[config.mk]
export PLATFORM = sky130hd
export DESIGN_NAME = gdwt_top
export DESIGN_NICKNAME = d
export VERILOG_FILES = /design/src/shared/gdwt_pkg.sv /design/src/hw/gdwt_tick_div.sv /design/src/hw/gdwt_top.sv
export SDC_FILE = /design/constraint.sdc
export NUM_CORES = 1
export LEC_CHECK = 0
export ABC_AREA = 1
export BUFFER_PORTS_ARGS = -buffer_cell sky130_fd_sc_hd__buf_2
export CAP_MARGIN = 40
export CORE_ASPECT_RATIO = 1.1
export CORE_MARGIN = 2
export CORE_UTILIZATION = 45
export DETAILED_ROUTE_END_ITERATION = 10
export GPL_TIMING_DRIVEN = 0
export HOLD_SLACK_MARGIN = 0.15
export PLACE_DENSITY = 0.75
export SLEW_MARGIN = 40
export SYNTH_ARGS = -nofsm -noshare
export SYNTH_HDL_FRONTEND = slang
export SYNTH_HIERARCHICAL = 1
export SYNTH_SLANG_ARGS = --single-unit
[constraint.sdc]
create_clock -name mclk_i -period 12.7 [get_ports mclk_i]
set_input_delay 1.905 -clock mclk_i [delete_from_list [all_inputs] [get_ports mclk_i]]
set_output_delay 1.905 -clock mclk_i [all_outputs]
set_load 0.02 [all_outputs]
[src/shared/gdwt_pkg.sv]
/*
 * constants, state type and period table for the gpio-driven watchdog.
 * assumes a single 250 MHz clock and i/o-space register access.
 */
package gdwt_pkg;

	// ----------------------------------------------------------------
	// clock and timing
	// ----------------------------------------------------------------
	localparam int unsigned CLK_FREQ_MHZ = 250;
	localparam int unsigned TICK_TIME_US = 1000;
	localparam int unsigned TICK_CYCLES = TICK_TIME_US * CLK_FREQ_MHZ;
	localparam int unsigned RST_HOLD_CYCLES = 16;
	localparam int unsigned HOLD_W = 5;
	localparam int unsigned MS_W = 16;

	// ----------------------------------------------------------------
	// address map
	// ----------------------------------------------------------------
	localparam int unsigned IO_AW = 16;
	localparam int unsigned CFG_AW = 8;
	localparam logic [CFG_AW-1:0] CFG_BASE_OFS = 8'h48;
	localparam logic [IO_AW-1:0] BASE_MASK = 16'hFF80;
	localparam logic [IO_AW-1:0] BANK_TWO_OFS = 16'h0038;
	localparam logic [IO_AW-1:0] BANK_THREE_OFS = 16'h0048;
	localparam logic [IO_AW-1:0] BASE_RESET = 16'h0000;

	// ----------------------------------------------------------------
	// field positions and reset values
	// ----------------------------------------------------------------
	localparam int unsigned ENABLE_N_BIT = 15;
	localparam int unsigned SEL_LSB = 0;
	localparam int unsigned SEL_W = 3;
	localparam int unsigned KICK_BIT = 7;
	localparam int unsigned LED_SEL0 = 0;
	localparam int unsigned LED_SEL1 = 1;
	localparam int unsigned LED_SEL2 = 2;
	localparam int unsigned LED_KICK = 7;
	localparam logic [31:0] BANK_TWO_RESET = 32'h0000_8000;
	localparam logic [31:0] BANK_THREE_RESET = 32'h0000_0000;
	localparam logic [SEL_W-1:0] SEL_OFF = 3'h7;

	// ----------------------------------------------------------------
	// timeout periods in milliseconds
	// ----------------------------------------------------------------
	localparam logic [MS_W-1:0] PERIOD0_MS = 16'h0020;
	localparam logic [MS_W-1:0] PERIOD1_MS = 16'h0080;
	localparam logic [MS_W-1:0] PERIOD2_MS = 16'h0200;
	localparam logic [MS_W-1:0] PERIOD3_MS = 16'h03E8;
	localparam logic [MS_W-1:0] PERIOD4_MS = 16'h0FA0;
	localparam logic [MS_W-1:0] PERIOD5_MS = 16'h1F40;
	localparam logic [MS_W-1:0] PERIOD6_MS = 16'h7D00;

	typedef enum logic [1:0] {
		GDWT_IDLE = 2'b00,
		GDWT_RUN = 2'b01,
		GDWT_FIRE = 2'b10
	} gdwt_state_t;

	// off code maps to the longest period; it is never used while off
	function automatic logic [MS_W-1:0] gdwt_period_ms(input logic [SEL_W-1:0] sel);
		case (sel)
			3'h0: gdwt_period_ms = PERIOD0_MS;
			3'h1: gdwt_period_ms = PERIOD1_MS;
			3'h2: gdwt_period_ms = PERIOD2_MS;
			3'h3: gdwt_period_ms = PERIOD3_MS;
			3'h4: gdwt_period_ms = PERIOD4_MS;
			3'h5: gdwt_period_ms = PERIOD5_MS;
			default: gdwt_period_ms = PERIOD6_MS;
		endcase
	endfunction

endpackage

[src/hw/gdwt_tick_div.sv]
/*
 * millisecond tick divider for the watchdog.
 * assumes clear_i restarts the phase so a period begins on a clean boundary.
 */
`timescale 1ns/1ps
module gdwt_tick_div #(
	parameter int unsigned CYCLES = gdwt_pkg::TICK_CYCLES
) (
	input wire logic mclk_i,
	input wire logic sys_rst_i,
	input wire logic clear_i,
	output logic tick_o
);
	import gdwt_pkg::*;

	localparam int unsigned CW = (CYCLES > 1) ? $clog2(CYCLES) : 1;
	localparam logic [CW-1:0] LAST = CW'(CYCLES - 1);

	logic [CW-1:0] cnt_reg;
	logic [CW-1:0] cnt_next;
	logic tick_reg;
	logic tick_next;

	always_comb
	begin
		cnt_next = cnt_reg + 1'b1;
		tick_next = 1'b0;
		if (clear_i)
		begin
			cnt_next = '0;
		end
		else if (cnt_reg == LAST)
		begin
			cnt_next = '0;
			tick_next = 1'b1;
		end
	end

	always_ff @(posedge mclk_i or posedge sys_rst_i)
	begin
		if (sys_rst_i)
		begin
			cnt_reg <= '0;
			tick_reg <= 1'b0;
		end
		else
		begin
			cnt_reg <= cnt_next;
			tick_reg <= tick_next;
		end
	end

	assign tick_o = tick_reg;

endmodule

[src/hw/gdwt_top.sv]
/*
 * watchdog timer steered by two gpio level registers in i/o space.
 * assumes single-cycle i/o and config strobes, synchronous to mclk_i.
 */
`timescale 1ns/1ps

//Function
//- seven selectable timeout periods, 32 ms shortest, 32 s longest
//- enabled watchdog whose period expires unserviced asserts system reset
//- active-low enable lives in bit 15 of bank two at base plus 0x38
//- enable bit resets to one, watchdog starts disabled
//- select bits occupy bits 0..2 of bank three at base plus 0x48
//- after self test LED0 shows inverted select bit 0
//- after self test LED1 shows inverted select bit 1
//- kick bit is bank three bit 7, inverted onto LED7 after self test
//- both 32-bit registers sit at a base held in config bytes 0x48-0x4B
//- clearing enable starts timing with the already chosen period
//- codes 000..110 give the seven periods; 111 or enable high disables
module gdwt_top #(
	parameter int unsigned TICK_CYCLES = gdwt_pkg::TICK_CYCLES,
	parameter int unsigned RST_HOLD = gdwt_pkg::RST_HOLD_CYCLES
) (
	input wire logic mclk_i,
	input wire logic sys_rst_i,
	input wire logic cfg_wr_i,
	input wire logic [gdwt_pkg::CFG_AW-1:0] cfg_addr_i,
	input wire logic [31:0] cfg_wdata_i,
	input wire logic io_wr_i,
	input wire logic io_rd_i,
	input wire logic [gdwt_pkg::IO_AW-1:0] io_addr_i,
	input wire logic [3:0] io_be_i,
	input wire logic [31:0] io_wdata_i,
	output logic [31:0] io_rdata_o,
	output logic io_ack_o,
	input wire logic post_done_i,
	input wire logic [7:0] post_code_i,
	output logic [7:0] led_o,
	output logic wdt_rst_o
);
	import gdwt_pkg::*;

	// ----------------------------------------------------------------
	// register file
	// ----------------------------------------------------------------
	logic [IO_AW-1:0] base_reg, base_next;
	logic [31:0] bank2_reg, bank2_next;
	logic [31:0] bank3_reg, bank3_next;
	logic [31:0] rdata_reg, rdata_next;
	logic ack_reg, ack_next;
	logic hit2, hit3;

	assign hit2 = (io_addr_i == IO_AW'(base_reg + BANK_TWO_OFS));
	assign hit3 = (io_addr_i == IO_AW'(base_reg + BANK_THREE_OFS));

	always_comb
	begin
		base_next = base_reg;
		bank2_next = bank2_reg;
		bank3_next = bank3_reg;
		rdata_next = rdata_reg;
		ack_next = io_wr_i | io_rd_i;
		if (cfg_wr_i && cfg_addr_i == CFG_BASE_OFS)
			base_next = cfg_wdata_i[IO_AW-1:0] & BASE_MASK;
		for (int i = 0; i < 4; i++)
		begin
			if (io_wr_i && io_be_i[i] && hit2)
				bank2_next[8*i +: 8] = io_wdata_i[8*i +: 8];
			if (io_wr_i && io_be_i[i] && hit3)
				bank3_next[8*i +: 8] = io_wdata_i[8*i +: 8];
		end
		// unmapped reads answer zero
		if (io_rd_i)
			rdata_next = hit2 ? bank2_reg : (hit3 ? bank3_reg : 32'h0000_0000);
	end

	always_ff @(posedge mclk_i or posedge sys_rst_i)
	begin
		if (sys_rst_i)
		begin
			base_reg <= BASE_RESET;
			bank2_reg <= BANK_TWO_RESET;
			bank3_reg <= BANK_THREE_RESET;
			rdata_reg <= 32'h0000_0000;
			ack_reg <= 1'b0;
		end
		else
		begin
			base_reg <= base_next;
			bank2_reg <= bank2_next;
			bank3_reg <= bank3_next;
			rdata_reg <= rdata_next;
			ack_reg <= ack_next;
		end
	end

	// ----------------------------------------------------------------
	// watchdog core
	// ----------------------------------------------------------------
	gdwt_state_t state_reg, state_next;
	logic [MS_W-1:0] cnt_reg, cnt_next;
	logic [HOLD_W-1:0] hold_reg, hold_next;
	logic rst_reg, rst_next;
	logic kick_prev_reg;
	logic [SEL_W-1:0] sel;
	logic active, kick_toggle, tick, expire;

	assign sel = bank3_reg[SEL_LSB +: SEL_W];
	// off when enable high or code 111
	assign active = !bank2_reg[ENABLE_N_BIT] && (sel != SEL_OFF);
	// either edge of the kick bit
	assign kick_toggle = bank3_reg[KICK_BIT] ^ kick_prev_reg;
	assign expire = (state_reg == GDWT_RUN) && active && tick && !kick_toggle &&
		(cnt_reg == MS_W'(gdwt_period_ms(sel) - 1'b1));

	// phase restarts too, so a kick buys a full period, not a partial tick
	gdwt_tick_div #(
		.CYCLES(TICK_CYCLES)
	) u_tick (
		.mclk_i(mclk_i),
		.sys_rst_i(sys_rst_i),
		.clear_i((state_reg != GDWT_RUN) || kick_toggle),
		.tick_o(tick)
	);

	always_comb
	begin
		state_next = state_reg;
		cnt_next = cnt_reg;
		hold_next = hold_reg;
		rst_next = rst_reg;
		case (state_reg)
			GDWT_IDLE:
			begin
				cnt_next = '0;
				if (active)
					state_next = GDWT_RUN;
			end
			GDWT_RUN:
			begin
				if (!active)
				begin
					state_next = GDWT_IDLE;
					cnt_next = '0;
				end
				else if (kick_toggle)
					cnt_next = '0;
				else if (expire)
				begin
					state_next = GDWT_FIRE;
					cnt_next = '0;
					hold_next = '0;
					rst_next = 1'b1;
				end
				else if (tick)
					cnt_next = cnt_reg + 1'b1;
			end
			GDWT_FIRE:
			begin
				cnt_next = '0;
				if (hold_reg == HOLD_W'(RST_HOLD - 1))
				begin
					rst_next = 1'b0;
					state_next = GDWT_IDLE;
				end
				else
					hold_next = hold_reg + 1'b1;
			end
			default:
			begin
				state_next = GDWT_IDLE;
				cnt_next = '0;
				rst_next = 1'b0;
			end
		endcase
	end

	always_ff @(posedge mclk_i or posedge sys_rst_i)
	begin
		if (sys_rst_i)
		begin
			state_reg <= GDWT_IDLE;
			cnt_reg <= '0;
			hold_reg <= '0;
			rst_reg <= 1'b0;
			kick_prev_reg <= BANK_THREE_RESET[KICK_BIT];
		end
		else
		begin
			state_reg <= state_next;
			cnt_reg <= cnt_next;
			hold_reg <= hold_next;
			rst_reg <= rst_next;
			kick_prev_reg <= bank3_reg[KICK_BIT];
		end
	end

	// ----------------------------------------------------------------
	// diagnostic leds
	// ----------------------------------------------------------------
	logic [7:0] led_reg, led_next;

	always_comb
	begin
		led_next = post_code_i;
		if (post_done_i)
		begin
			led_next[LED_SEL0] = !bank3_reg[SEL_LSB];
			led_next[LED_SEL1] = !bank3_reg[SEL_LSB + 1];
			led_next[LED_SEL2] = !bank3_reg[SEL_LSB + 2];
			led_next[LED_KICK] = !bank3_reg[KICK_BIT];
		end
	end

	always_ff @(posedge mclk_i or posedge sys_rst_i)
	begin
		if (sys_rst_i)
			led_reg <= 8'h00;
		else
			led_reg <= led_next;
	end

	assign io_rdata_o = rdata_reg;
	assign io_ack_o = ack_reg;
	assign led_o = led_reg;
	assign wdt_rst_o = rst_reg;
endmodule

==> run_results.csv <==
group,metric,value,unit
place,hpwl,12900,um
cts,post_cts_buffers,0,
cells_and_area,mostFrequentLayoutCells,"nand2_1, dfrtp_1, nor2_1",
power_and_ir_drop,power,1170,uW
critical_path,reg2reg_setup_slack,10380,ps
run_status,status,"finished clean",
timing,period_needed,3200,ps
critical_path,critPathRequiredTime,13000,ps
global_routing,grt_max_degree,72,
yosys,synth_edf_count,0,
global_routing,first_global_vias,6379,
timing,max_clock_freq,313,MHz
routing,vias_per_cell,4.95,
critical_path,reg2reg_depth,16,
place,gp_congestion,0.956,
critical_path,r2r-start,"bank3_reg[1]",
place,pre_cts_slack,9040,ps
routing,dr_total_vias,6623,
floorplan,initial_core_util,45.5,%
cells_and_area,final_common_cell,"nand2_1",
routing,wire_per_inst,13.4,um
timing,skew,8.60,ps
worst_hold_path,hold_path_class,"flip-flop to flip-flop",
cts,clkSinkCount,158,
global_routing,grt_pass1_wl,30200,um
floorplan,num_rows,50,
timing,worstMarginPinSlew,697,ps
timing,setup_violations,0,
timing,slew_viol_final,0,
critical_path,crit_start,"io_addr_i[7]",
timing,fin_crit_sh,25.2,%
global_routing,antenna_found_initial,1,
yosys,ys_seq_area_share,51.5,%
power_and_ir_drop,p_per_area,127,mW/mm2
routing,postRouteAntennaNets,0,
yosys,async_flop_share,100,%
timing,setup-tns-final,0,ps
floorplan,die_h,141,um
routing,first_pass_iters,6,
critical_path,cp_data_arrival_time,3490,ps
yosys,synth-seq-cells,158,
critical_path,setup.worst_path.class,"input port to flip-flop",
floorplan,die_x,129,um
yosys,syn_area,0.00768,mm2
critical_path,endpoint,"bank2_reg[16]",
cells_and_area,fin_util,54.5,%
cells_and_area,syn_to_final_growth,20.0,%
cts,cts_buffers,17,
critical_path,worstPathMaxFanout,10,
cts,cts-root-buf,"clkbuf_16",
floorplan,core_area,0.0169,mm2
global_routing,overflow,0,
cells_and_area,drive_above_1_share,18.0,%
critical_path,reg2reg_to,"cnt_reg[5]",
job,cap_viol_max_count,0,
cts,hold_buffers,0,
cts,cts_tree,"built",
cts,cts_resized,0,
place,portBuffers,123,
yosys,syn-num-nets,1084,
timing,relSlewSlack,53.3,%
routing,routed_wl,17900,um
cts,clk_transition_reported_paths,70,ps
cts,htreeDepth,4,
yosys,yosysWarnings,6,
floorplan,dieArea,0.0181,mm2
routing,drt-initial-drc-count,437,
timing,hold_violations,0,
timing,finalWorstSetupSlack,9500,ps
cts,clk_latency,430,ps
power_and_ir_drop,ir_drop,0.0000944,V
critical_path,critPathLaunchType,"input port",
global_routing,track_usage,21.0,%
yosys,syn_avg_cell_area,7.89,um2
timing,grt_setup_unrepaired,"no",
yosys,synthDistinctLibCells,35,
routing,drc,0,
yosys,ys.flop_type,"dfrtp_1",
power_and_ir_drop,leakagePower,0.00472,uW
yosys,synthCells,973,
critical_path,crit_path_end_kind,"flip-flop",
floorplan,io_pins,148,
cts,ctsLongestPathBuffers,2,
cells_and_area,finish.net_count,1227,
## layer usage
layer	part of all wire (%)	up-vias	routed length, um	GRT usage, %
met4	2.5	0	448	8.64
li1	-	3315	-	-
met3	5.0	34	892	4.06
met2	47	187	8360	33.4
met1	46	3087	8170	28.3
met5	0	-	0	0
## logic make-up (layout without fill, tap and decap cells)
logic type,after synthesis,count (layout),synth area share [%]
simple gates,490,490,26.7
buf+inv,167,322,8.57
flops,158,158,51.5
compound gates,113,113,7.56
xor+xnor,31,31,3.54
mux,9,9,1.32
fa+ha+maj,5,5,0.815
other cells,0,1,0
## synthesized netlist by cell type, types with 2 or more instances
master | number | area (um2)
nand2_1 | 239 | 897
dfrtp_1 | 157 | 3930
nor2_1 | 153 | 574
inv_1 | 130 | 488
o21ai_0 | 71 | 355
nand3_1 | 53 | 265
a21oi_1 | 31 | 155
clkbuf_1 | 18 | 67.6
xor2_1 | 18 | 158
xnor2_1 | 13 | 114
nand4_1 | 12 | 75.1
nor3_1 | 10 | 50.1
mux2_2 | 9 | 101
buf_2 | 7 | 35.0
buf_4 | 6 | 45.0
o21ai_1 | 6 | 30.0
ha_1 | 5 | 62.6
inv_2 | 5 | 18.8
nand2_2 | 5 | 31.3
nor2_4 | 5 | 56.3
nor2_2 | 3 | 18.8
nor4_1 | 3 | 18.8
nand3_2 | 2 | 20.0
## power breakdown
group | leakage (uW) | total [uW] | switching (uW) | internal (uW)
registers | 0.00212 | 537 | 15.3 | 522
logic | 0.00229 | 88.7 | 55.0 | 33.7
clock network | 0.000306 | 540 | 223 | 317
## layout make-up
| type | count | area [um2] |
|---|---|---|
| fillers | 1564 | 7680 |
| well taps | 208 | 260 |
| diodes | 1 | 2.50 |
| repair buffers | 124 | 643 |
| inverters | 135 | 514 |
| clock buffers | 17 | 425 |
| flip-flops and latches | 158 | 3960 |
| multi-input cells | 648 | 3070 |
| plain buffers | 32 | 151 |
| clock inverters | 14 | 194 |
## critical path, cell delays in order
cell,delay (ps)
buf_2,100
xnor2_1,130
nand4_1,170
nor3_1,170
nand2_1,210
inv_2,140
nand2_1,210
clkbuf_1,270
nand2_1,90
o21ai_0,80
## metrics by stage
stage / area [um2] / std cells / hold slack, ps
floorplan: 7680 / 973 / 409
global placement: 8550 / 1304 / 457
detailed placement: 8590 / 1305 / 462
CTS: 9210 / 1336 / 478
global route: 9210 / 1337 / 505
finish: 9210 / 1337 / 473
## worst min path at each step
stage	depth (start not counted)	startpoint	slack [ps]	to
after floorplan	0	bank3_reg[7]	410	kick_prev_reg
after global placement	2	io_rdata_o[1]	460	io_rdata_o[1]
after detailed placement	2	io_rdata_o[1]	460	io_rdata_o[1]
after CTS	2	io_rdata_o[1]	480	io_rdata_o[1]
after global routing	2	wdt_rst_o	510	wdt_rst_o
final	2	io_rdata_o[1]	470	io_rdata_o[1]
Power figures use the tool's default switching activity.
